[src/logic/svr_cfg.svh]
// Timing constants for the supervisor block
`ifndef SVR_CFG_SVH
`define SVR_CFG_SVH
// Clock period in ns (10 MHz)
`define SVR_CLK_NS        100
// Reset hold time in ms, least value
`define SVR_HOLD_MS       150
// Hold count in cycles, rounded up
`define SVR_HOLD_CYC      ((`SVR_HOLD_MS * 1000000 + `SVR_CLK_NS - 1) / `SVR_CLK_NS)
// Watchdog timeout in ms (typical)
`define SVR_WDOG_MS       1650
`define SVR_WDOG_CYC      ((`SVR_WDOG_MS * 1000000) / `SVR_CLK_NS)
// Chip-select hold time in us (typical)
`define SVR_CS_HOLD_US    12
`define SVR_CS_HOLD_CYC   ((`SVR_CS_HOLD_US * 1000) / `SVR_CLK_NS)
// Least kick pulse width in ns, kept by the processor
`define SVR_KICK_MIN_NS   100
`endif

[src/logic/svr_pkg.sv]
// Types for the supervisor block
`default_nettype none
package svr_pkg;
   // Chip-select gate state during a reset event
   typedef enum logic [1:0] {
      SVR_CS_PASS,
      SVR_CS_HOLD,
      SVR_CS_BLOCK
   } svr_cs_state_t;
endpackage : svr_pkg
`default_nettype wire

[src/logic/svr_sync.sv]
// Two flip-flop synchroniser for a group of pin inputs
`default_nettype none
module svr_sync #(
   parameter int          WIDTH = 1,
   parameter logic [WIDTH-1:0] INIT = '0
) (
   // Clock and reset
   input  wire logic             clk_i,
   input  wire logic             rst_i,
   // Data
   input  wire logic [WIDTH-1:0] d_i,
   output logic      [WIDTH-1:0] q_o
);
   logic [WIDTH-1:0] meta_ff;
   logic [WIDTH-1:0] sync_ff;

   // Two stages, first read only by the second
   always_ff @(posedge clk_i or posedge rst_i) begin
      if (rst_i) begin
         meta_ff <= INIT;
         sync_ff <= INIT;
      end else begin
         meta_ff <= d_i;
         sync_ff <= meta_ff;
      end
   end

   assign q_o = sync_ff;
endmodule // svr_sync
`default_nettype wire

[src/logic/svr_supervisor.sv]
// Reset supervisor with watchdog, chip-select gating and backup switch
`include "svr_cfg.svh"
// ====================================================================
// Notes on behaviour
// - Reset holds while supply is low, manual reset is low or aux is low.
// - After any cause releases or a watchdog event, reset holds one hold time.
// - The hold time lasts at least 150 ms.
// - A watchdog expiry gives a reset pulse one hold time long.
// - A kick input still for a timeout expires the watchdog, repeatedly.
// - The watchdog clears while reset is asserted and on any kick edge.
// - An active-low reset mirrors the active-high one; high is open-drain.
// - Manual reset low asserts reset, held one hold time after it rises.
// - Aux monitor low asserts reset, held one hold time after it rises.
// - Output supply is main while supply is above threshold, else the greater of main/backup.
// - Below threshold, switch to backup at +20 mV, back at +20 mV main.
// - The backup flag is high only in battery-backup mode.
// - Gated chip-select goes low only when input is low outside reset.
// - Input low at reset entry holds output low 12 us or until input high.
// - Once high during a reset event the output stays high until it ends.
// ====================================================================
`default_nettype none
module svr_supervisor
   import svr_pkg::*;
#(
   parameter int unsigned HOLD_CYC = `SVR_HOLD_CYC,
   parameter int unsigned WDOG_CYC = `SVR_WDOG_CYC,
   parameter int unsigned CS_CYC   = `SVR_CS_HOLD_CYC
) (
   // Clock and reset
   input  wire logic clk_i,
   input  wire logic rst_i,
   // Comparator results (pins)
   input  wire logic supply_ok_i,       // Main above supply_threshold
   input  wire logic backup_above_i,    // Backup exceeds main by 20 mV
   input  wire logic main_above_i,      // Main exceeds backup by 20 mV
   input  wire logic aux_ok_i,          // Aux monitor above 1.235 V
   // Control pins
   input  wire logic manual_reset_n_i,
   input  wire logic watchdog_kick_in_i,
   input  wire logic ce_in_n_i,
   // Reset outputs
   output logic      reset_o,           // Open-drain level, drive low
   output logic      reset_oe_o,
   output logic      reset_n_o,         // Push-pull variant
   output logic      reset_n_oe_o,      // Open-drain variant enable
   // Chip-select and supply
   output logic      ce_out_n_o,
   output logic      sel_backup_o,      // Output supply from backup
   output logic      backup_active_flag_o
);
   localparam int HW = $clog2(HOLD_CYC + 1);
   localparam int WW = $clog2(WDOG_CYC + 1);
   localparam int CW = $clog2(CS_CYC + 1);

   // ================================================================
   // Input synchronisers
   // ================================================================
   logic [5:0] pins_s;
   logic       sup_ok_s;
   logic       bk_above_s;
   logic       mn_above_s;
   logic       aux_ok_s;
   logic       man_rst_n_s;
   logic       kick_s;
   logic       ce_in_n_s;

   svr_sync #(
      .WIDTH (6),
      .INIT  (6'h0)
   ) u_sync (
      .clk_i (clk_i),
      .rst_i (rst_i),
      .d_i   ({supply_ok_i, backup_above_i, main_above_i, aux_ok_i,
               manual_reset_n_i, watchdog_kick_in_i}),
      .q_o   (pins_s)
   );

   // Chip-select input, idles high
   svr_sync #(
      .WIDTH (1),
      .INIT  (1'h1)
   ) u_sync_ce (
      .clk_i (clk_i),
      .rst_i (rst_i),
      .d_i   (ce_in_n_i),
      .q_o   (ce_in_n_s)
   );

   assign {sup_ok_s, bk_above_s, mn_above_s, aux_ok_s, man_rst_n_s, kick_s} =
          pins_s;

   // ================================================================
   // Reset causes and hold counter
   // ================================================================
   logic          cause;
   logic          wd_fire;
   logic          rst_ff;
   logic          nxt_rst;
   logic [HW-1:0] hold_ff;
   logic [HW-1:0] nxt_hold;

   assign cause = ~sup_ok_s | ~man_rst_n_s | ~aux_ok_s;

   // Hold counter next state
   always_comb begin
      nxt_rst  = rst_ff;
      nxt_hold = hold_ff;
      if (cause) begin
         nxt_rst  = 1'b1;
         nxt_hold = HW'(HOLD_CYC);
      end else if (wd_fire) begin
         nxt_rst  = 1'b1;
         nxt_hold = HW'(HOLD_CYC);
      end else if (rst_ff) begin
         if (hold_ff <= HW'(1)) begin
            nxt_rst  = 1'b0;
            nxt_hold = '0;
         end else begin
            nxt_hold = hold_ff - HW'(1);
         end
      end
   end

   // Hold counter registers, reset asserted at power-up
   always_ff @(posedge clk_i or posedge rst_i) begin
      if (rst_i) begin
         rst_ff  <= 1'b1;
         hold_ff <= HW'(HOLD_CYC);
      end else begin
         rst_ff  <= nxt_rst;
         hold_ff <= nxt_hold;
      end
   end

   // ================================================================
   // Watchdog
   // ================================================================
   logic          kick_ff;
   logic          nxt_kick;
   logic [WW-1:0] wd_ff;
   logic [WW-1:0] nxt_wd;

   // expiry after a still kick input
   assign wd_fire = ~rst_ff & (kick_s == kick_ff) &
                    (wd_ff >= WW'(WDOG_CYC - 1));

   // Watchdog next state
   always_comb begin
      nxt_kick = kick_s;
      if (rst_ff || (kick_s != kick_ff)) begin
         nxt_wd = '0;
      end else if (wd_fire) begin
         nxt_wd = '0;
      end else begin
         nxt_wd = wd_ff + WW'(1);
      end
   end

   // Watchdog registers
   always_ff @(posedge clk_i or posedge rst_i) begin
      if (rst_i) begin
         kick_ff <= 1'b0;
         wd_ff   <= '0;
      end else begin
         kick_ff <= nxt_kick;
         wd_ff   <= nxt_wd;
      end
   end

   // ================================================================
   // Reset outputs
   // ================================================================
   // mirrored polarities
   assign reset_o      = 1'b0;
   assign reset_oe_o   = ~rst_ff;     // Release lets pull-up show high
   assign reset_n_o    = ~rst_ff;
   assign reset_n_oe_o = rst_ff;      // Open-drain variant pulls low

   // ================================================================
   // Chip-select gating
   // ================================================================
   svr_cs_state_t cs_ff;
   svr_cs_state_t nxt_cs;
   logic [CW-1:0] cs_cnt_ff;
   logic [CW-1:0] nxt_cs_cnt;
   logic          ce_ff;
   logic          nxt_ce;

   // Gate next state
   always_comb begin
      nxt_cs     = cs_ff;
      nxt_cs_cnt = cs_cnt_ff;
      nxt_ce     = 1'b1;
      unique case (cs_ff)
         SVR_CS_PASS: begin
            nxt_ce = ce_in_n_s;
            if (nxt_rst && !rst_ff) begin
               if (!ce_in_n_s && !ce_ff) begin
                  nxt_cs     = SVR_CS_HOLD;
                  nxt_cs_cnt = CW'(CS_CYC);
                  nxt_ce     = 1'b0;
               end else begin
                  nxt_cs = SVR_CS_BLOCK;
                  nxt_ce = 1'b1;
               end
            end else if (nxt_rst) begin
               nxt_cs = SVR_CS_BLOCK;
               nxt_ce = 1'b1;
            end
         end
         SVR_CS_HOLD: begin
            // end on input high or time
            if (ce_in_n_s || cs_cnt_ff <= CW'(1)) begin
               nxt_cs = SVR_CS_BLOCK;
               nxt_ce = 1'b1;
            end else begin
               nxt_cs_cnt = cs_cnt_ff - CW'(1);
               nxt_ce     = 1'b0;
            end
         end
         SVR_CS_BLOCK: begin
            nxt_ce = 1'b1;
            if (!nxt_rst) begin
               nxt_cs = SVR_CS_PASS;
               nxt_ce = ce_in_n_s;
            end
         end
      endcase
   end

   // Gate registers
   always_ff @(posedge clk_i or posedge rst_i) begin
      if (rst_i) begin
         cs_ff     <= SVR_CS_BLOCK;
         cs_cnt_ff <= '0;
         ce_ff     <= 1'b1;
      end else begin
         cs_ff     <= nxt_cs;
         cs_cnt_ff <= nxt_cs_cnt;
         ce_ff     <= nxt_ce;
      end
   end

   assign ce_out_n_o = ce_ff;

   // ================================================================
   // Backup switchover
   // ================================================================
   logic bk_ff;
   logic nxt_bk;

   always_comb begin
      nxt_bk = bk_ff;
      if (sup_ok_s) begin
         nxt_bk = 1'b0;
      end else if (!bk_ff && bk_above_s) begin
         nxt_bk = 1'b1;
      end else if (bk_ff && mn_above_s) begin
         nxt_bk = 1'b0;
      end
   end

   always_ff @(posedge clk_i or posedge rst_i) begin
      if (rst_i) begin
         bk_ff <= 1'b0;
      end else begin
         bk_ff <= nxt_bk;
      end
   end

   assign sel_backup_o         = bk_ff;
   assign backup_active_flag_o = bk_ff;

   // ================================================================
   // Assertions
   // ================================================================
   a_cause_holds_reset: assert property (
      @(posedge clk_i) disable iff (rst_i) cause |=> rst_ff)
      else $error("reset not held while a cause is active");

   a_hold_restart: assert property (
      @(posedge clk_i) disable iff (rst_i)
      cause |=> hold_ff == HW'(HOLD_CYC))
      else $error("hold count not restarted by a cause");

   a_hold_release: assert property (
      @(posedge clk_i) disable iff (rst_i)
      (rst_ff && !cause && !wd_fire && hold_ff > HW'(1)) |=> rst_ff)
      else $error("reset released before the hold ended");

   a_wdog_pulse: assert property (
      @(posedge clk_i) disable iff (rst_i)
      wd_fire |=> rst_ff && wd_ff == '0)
      else $error("watchdog expiry gave no reset pulse");

   a_wdog_clear: assert property (
      @(posedge clk_i) disable iff (rst_i)
      (rst_ff || $changed(kick_s)) |=> wd_ff == '0)
      else $error("watchdog not cleared");

   a_reset_mirror: assert property (
      @(posedge clk_i) disable iff (rst_i)
      reset_n_o == reset_oe_o && reset_n_oe_o == rst_ff)
      else $error("reset outputs disagree");

   a_ce_low_gate: assert property (
      @(posedge clk_i) disable iff (rst_i)
      $fell(ce_out_n_o) |-> !rst_ff && !$past(ce_in_n_s))
      else $error("chip-select fell in reset or with input high");

   a_ce_block_high: assert property (
      @(posedge clk_i) disable iff (rst_i)
      (cs_ff == SVR_CS_BLOCK && nxt_rst) |=> ce_out_n_o)
      else $error("chip-select dropped during reset event");

   a_backup_main: assert property (
      @(posedge clk_i) disable iff (rst_i)
      sup_ok_s |=> !sel_backup_o)
      else $error("backup chosen while main above threshold");

   a_flag_follows: assert property (
      @(posedge clk_i) disable iff (rst_i)
      (!sup_ok_s && !bk_ff && bk_above_s) |=> backup_active_flag_o)
      else $error("backup flag missing in backup mode");
endmodule // svr_supervisor
`default_nettype wire

[config.mk]
export PLATFORM = sky130hd
export DESIGN_NAME = svr_supervisor
export DESIGN_NICKNAME = d
export VERILOG_FILES = /design/src/logic/svr_pkg.sv /design/src/logic/svr_sync.sv /design/src/logic/svr_supervisor.sv
export VERILOG_INCLUDE_DIRS = /design/src /design/src/logic
export SDC_FILE = /design/constraint.sdc
export NUM_CORES = 1
export LEC_CHECK = 0
export BUFFER_PORTS_ARGS = -buffer_cell sky130_fd_sc_hd__buf_2
export CORE_ASPECT_RATIO = 0.75
export CORE_MARGIN = 5
export CORE_UTILIZATION = 30
export DETAILED_ROUTE_END_ITERATION = 16
export GPL_ROUTABILITY_DRIVEN = 0
export PLACE_DENSITY_LB_ADDON = 0.2
export SETUP_SLACK_MARGIN = 0.15
export SYNTH_ARGS = -nofsm -noshare
export SYNTH_HDL_FRONTEND = slang
export SYNTH_SLANG_ARGS = --single-unit
[constraint.sdc]
create_clock -name clk_i -period 2.1 [get_ports clk_i]
set_input_delay 0.42 -clock clk_i [delete_from_list [all_inputs] [get_ports clk_i]]
set_output_delay 0.42 -clock clk_i [all_outputs]
set_load 0.01 [all_outputs]
==> flow_metrics.env <==
export IMPL_ys_warn_count=0
export IMPL_p_int_mw=3.10
export IMPL_dpl_worst_slack_ns=0.0161
export IMPL_coreArea_um2=12100
export IMPL_drt_iter0_drc=194
export IMPL_fmax_ghz=0.501
export IMPL_final_setup_tns_ns=0
export IMPL_whs_ns=0.185
export IMPL_yosys_area_top_type="dfrtp_1"
export IMPL_r2r_end="cs_ff[0]"
export IMPL_r2r_start="wd_ff[6]"
export IMPL_cts_sinks=72
export IMPL_clock_path_buffers=2
export IMPL_met1_length_um=4330
export IMPL_io_buffers=14
export IMPL_cts_buffers=9
export IMPL_reg2reg_slack_ns=0.10
export IMPL_cp_max_fo=6
export IMPL_critical_path_slowest_cell="dfrtp_1"
export IMPL_syn_nets=386
export IMPL_hold_viol=0
export IMPL_synth_top_area_share_pct=38.9
export IMPL_grt_max_degree=73
export IMPL_dpl_instance_area_um2=4220
export IMPL_cts_tree="yes"
export IMPL_arrival_ns=2.21
export IMPL_hpwlAfterDp_um=5760
export IMPL_finalSetupViolCount=0
export IMPL_critPathLaunchType="flip-flop"
export IMPL_top_level_ports=16
export IMPL_totalWireLength_um=8510
export IMPL_status="completed"
export IMPL_postSynth_asyncResetShare_pct=100
export IMPL_synthTopCellsByCount="57 x dfrtp_1, 56 x nor2_1, 23 x nand2_1"
export IMPL_synth_seq_cells=72
export IMPL_avgRoutedWirePerCell_um=14.1
export IMPL_vias_per_cell=4.88
export IMPL_worstMarginPinSlew_ns=0.543
export IMPL_period_needed_ns=2.00
export IMPL_grt_ovfl_total=0
export IMPL_synth_edf_count=0
export IMPL_route_met3_wl_um=311
export IMPL_combPwrFrac_pct=16.2
export IMPL_path_class="flip-flop to flip-flop"
export IMPL_clk_pin_slew_ns=0.06
export IMPL_place_inst=578
export IMPL_crit_path_max_incr_delay_ns=0.39
export IMPL_cts_root_buf="clkbuf_16"
export IMPL_max_cap_viol_count=0
export IMPL_route_met2_wl_um=3800
export IMPL_syn_inst=369
export IMPL_final_core_util_pct=40.0
export IMPL_grt_use_total_pct=12.7
export IMPL_path_cells="or3_4, o211a_4, o211ai_4, a31o_1, nand3_2, mux2_4"
export IMPL_swShare_pct=24.1
export IMPL_ant_nets=0
export IMPL_die_w_um=138
export IMPL_n_antenna_cell=0
export IMPL_seqPwrFrac_pct=38.9
export IMPL_worstSetupEndpointType="flip-flop"
export IMPL_num_rows=35
export IMPL_topRoutingLayerUsed="met4"
export IMPL_grt_pass1_wl_um=14500
export IMPL_drc=0
export IMPL_synthFlopType="dfrtp_1"
export IMPL_die_h_um=106
export IMPL_final_max_slew_violation_count=0
export IMPL_max_slew_margin_rel_pct=63.5
export IMPL_area_delta_synth_final_pct=32.5
export IMPL_design_area_um2=4850
export IMPL_seq_area_frac_synth_pct=49.7
export IMPL_finalCritPeriodShare_pct=95.1
export IMPL_clock_latency_ns=0.33
export IMPL_synth_area_leaders="dfrtp_1 39%, dfstp_2 11%, nor2_1 5.7%"
export IMPL_initial_core_util_pct=30.2
export IMPL_drt_first_pass_iters=4
export IMPL_synth_avg_cell_area_um2=9.92
export IMPL_yosysUniqueCellTypes=61
export IMPL_p_leak_nw=2.00
export IMPL_power_mw=4.09
export IMPL_nNetsFinal=449
export IMPL_rr_worst_depth=6
export IMPL_antenna_found_initial=0
export IMPL_yosysMostFrequentCell="dfrtp_1"
export IMPL_setup_slack_ns=0.103
export IMPL_final_cell_count_no_fill=603
export IMPL_grt_pass1_vias=2890
export IMPL_fillers=1210
export IMPL_p_switching_mw=0.984
export IMPL_ir_drop_v=0.000411
export IMPL_cts_max_level=3
export IMPL_pwr_share_clk_pct=44.9
export IMPL_vias=2940
export IMPL_hold_buffers=0
export IMPL_finalClockSkew_ns=0.00448
export IMPL_netlist_area_um2=3660
export IMPL_rsz0062_at_grt="true"
export IMPL_dieArea_um2=14500
export IMPL_power_density_nw_per_um2=842
export IMPL_critPathRequiredTime_ns=2.32
export IMPL_drive_gt1_share_pct=33.2
export IMPL_hold_class="input pin to async pin"
## worst max-delay path: cells and delay by family, from the launching register on
kind,cells,cell delay (ns)
simple gates,2,0.50
flops,1,0.39
compound gates,3,0.69
mux,1,0.31
## sequential cells by signal (all words and copies together) (netlist names)
signal,count
u_sync_ce.q_o,1
u_sync.meta_ff,6
cs_cnt_ff,7
u_sync.q_o,6
cs_ff,2
hold_ff,21
u_sync_ce.meta_ff,1
backup_active_flag_o,1
ce_out_n_o,1
reset_n_oe_o,1
kick_ff,1
wd_ff,24
## cells in the final DEF, fill, tap and decap left out, types with 3 or more instances in the layout
cell        n
bufinv_16   3
a22oi_1     4
xor2_1     11
a21oi_1    14
dfrtp_1    55
clkbuf_8    3
xnor2_1    10
and3_1      8
mux2_4      3
a21oi_2     5
nand3_1    18
nand4_1     5
dfstp_2    15
buf_4      45
mux2i_1     5
nor2b_1     4
nor2b_4     3
nor3_1     11
inv_1       9
buf_12      4
nor2_4      4
nor2_1     50
a221o_1     4
buf_2      14
nor4_1      7
ha_1        7
nand2_1    23
nor2_2      3
nor3_2      3
o21ai_0    19
clkbuf_16   9
## what timing repair did
item                       CTS  global route
resized for setup            8            36
setup endpoints to repair   44            53
pin swaps                    6             6
setup buffers                2             7
## cell families after synthesis
logic type	count (synthesis)	share of synthesized area [%]
compound gates	71	13.1
xor+xnor	21	5.02
fa+ha+maj	8	2.73
buf+inv	24	3.45
flops	72	49.7
mux	9	2.60
other cells	1	0.102
simple gates	163	23.3
## power groups by stage
stage | clock [mW] | sequential [mW] | combinational [mW]
finish | 1.84 | 1.59 | 0.662
global route | 1.95 | 1.61 | 0.740
CTS | 1.89 | 1.58 | 0.562
detailed placement | 0 | 1.60 | 0.547
global placement | 0 | 1.60 | 0.557
floorplan | 0 | 1.59 | 0.378
## cell type report
class                      instances  area [um^2]  share of cell area [%]
clock buffer                      12          267                    5.49
clock inverter                     4         98.8                    2.04
inverter                          11         45.0                   0.928
multi-input combinational        273         1900                    39.2
sequential                        72         1820                    37.6
tap                              166          208                    4.28
timing repair buffer              65          510                    10.5
## worst max-delay path by stage
stage,to,start,depth (start not counted)
finish,cs_ff[0],wd_ff[6],6
floorplan,cs_cnt_ff[2],wd_ff[6],7
detailed placement,cs_cnt_ff[2],wd_ff[0],8
CTS,cs_cnt_ff[1],wd_ff[6],7
global placement,ce_out_n_o,hold_ff[14],6
global route,cs_cnt_ff[1],wd_ff[6],7
## routing by layer
layer  vias to the layer above  global-route usage [%]
met5                         -                       0
met3                         5                    3.67
li1                       1437                       -
met2                        46                    17.9
met1                      1452                    18.2
met4                         0                    4.77
No activity file was read; power rests on OpenSTA's default activity.
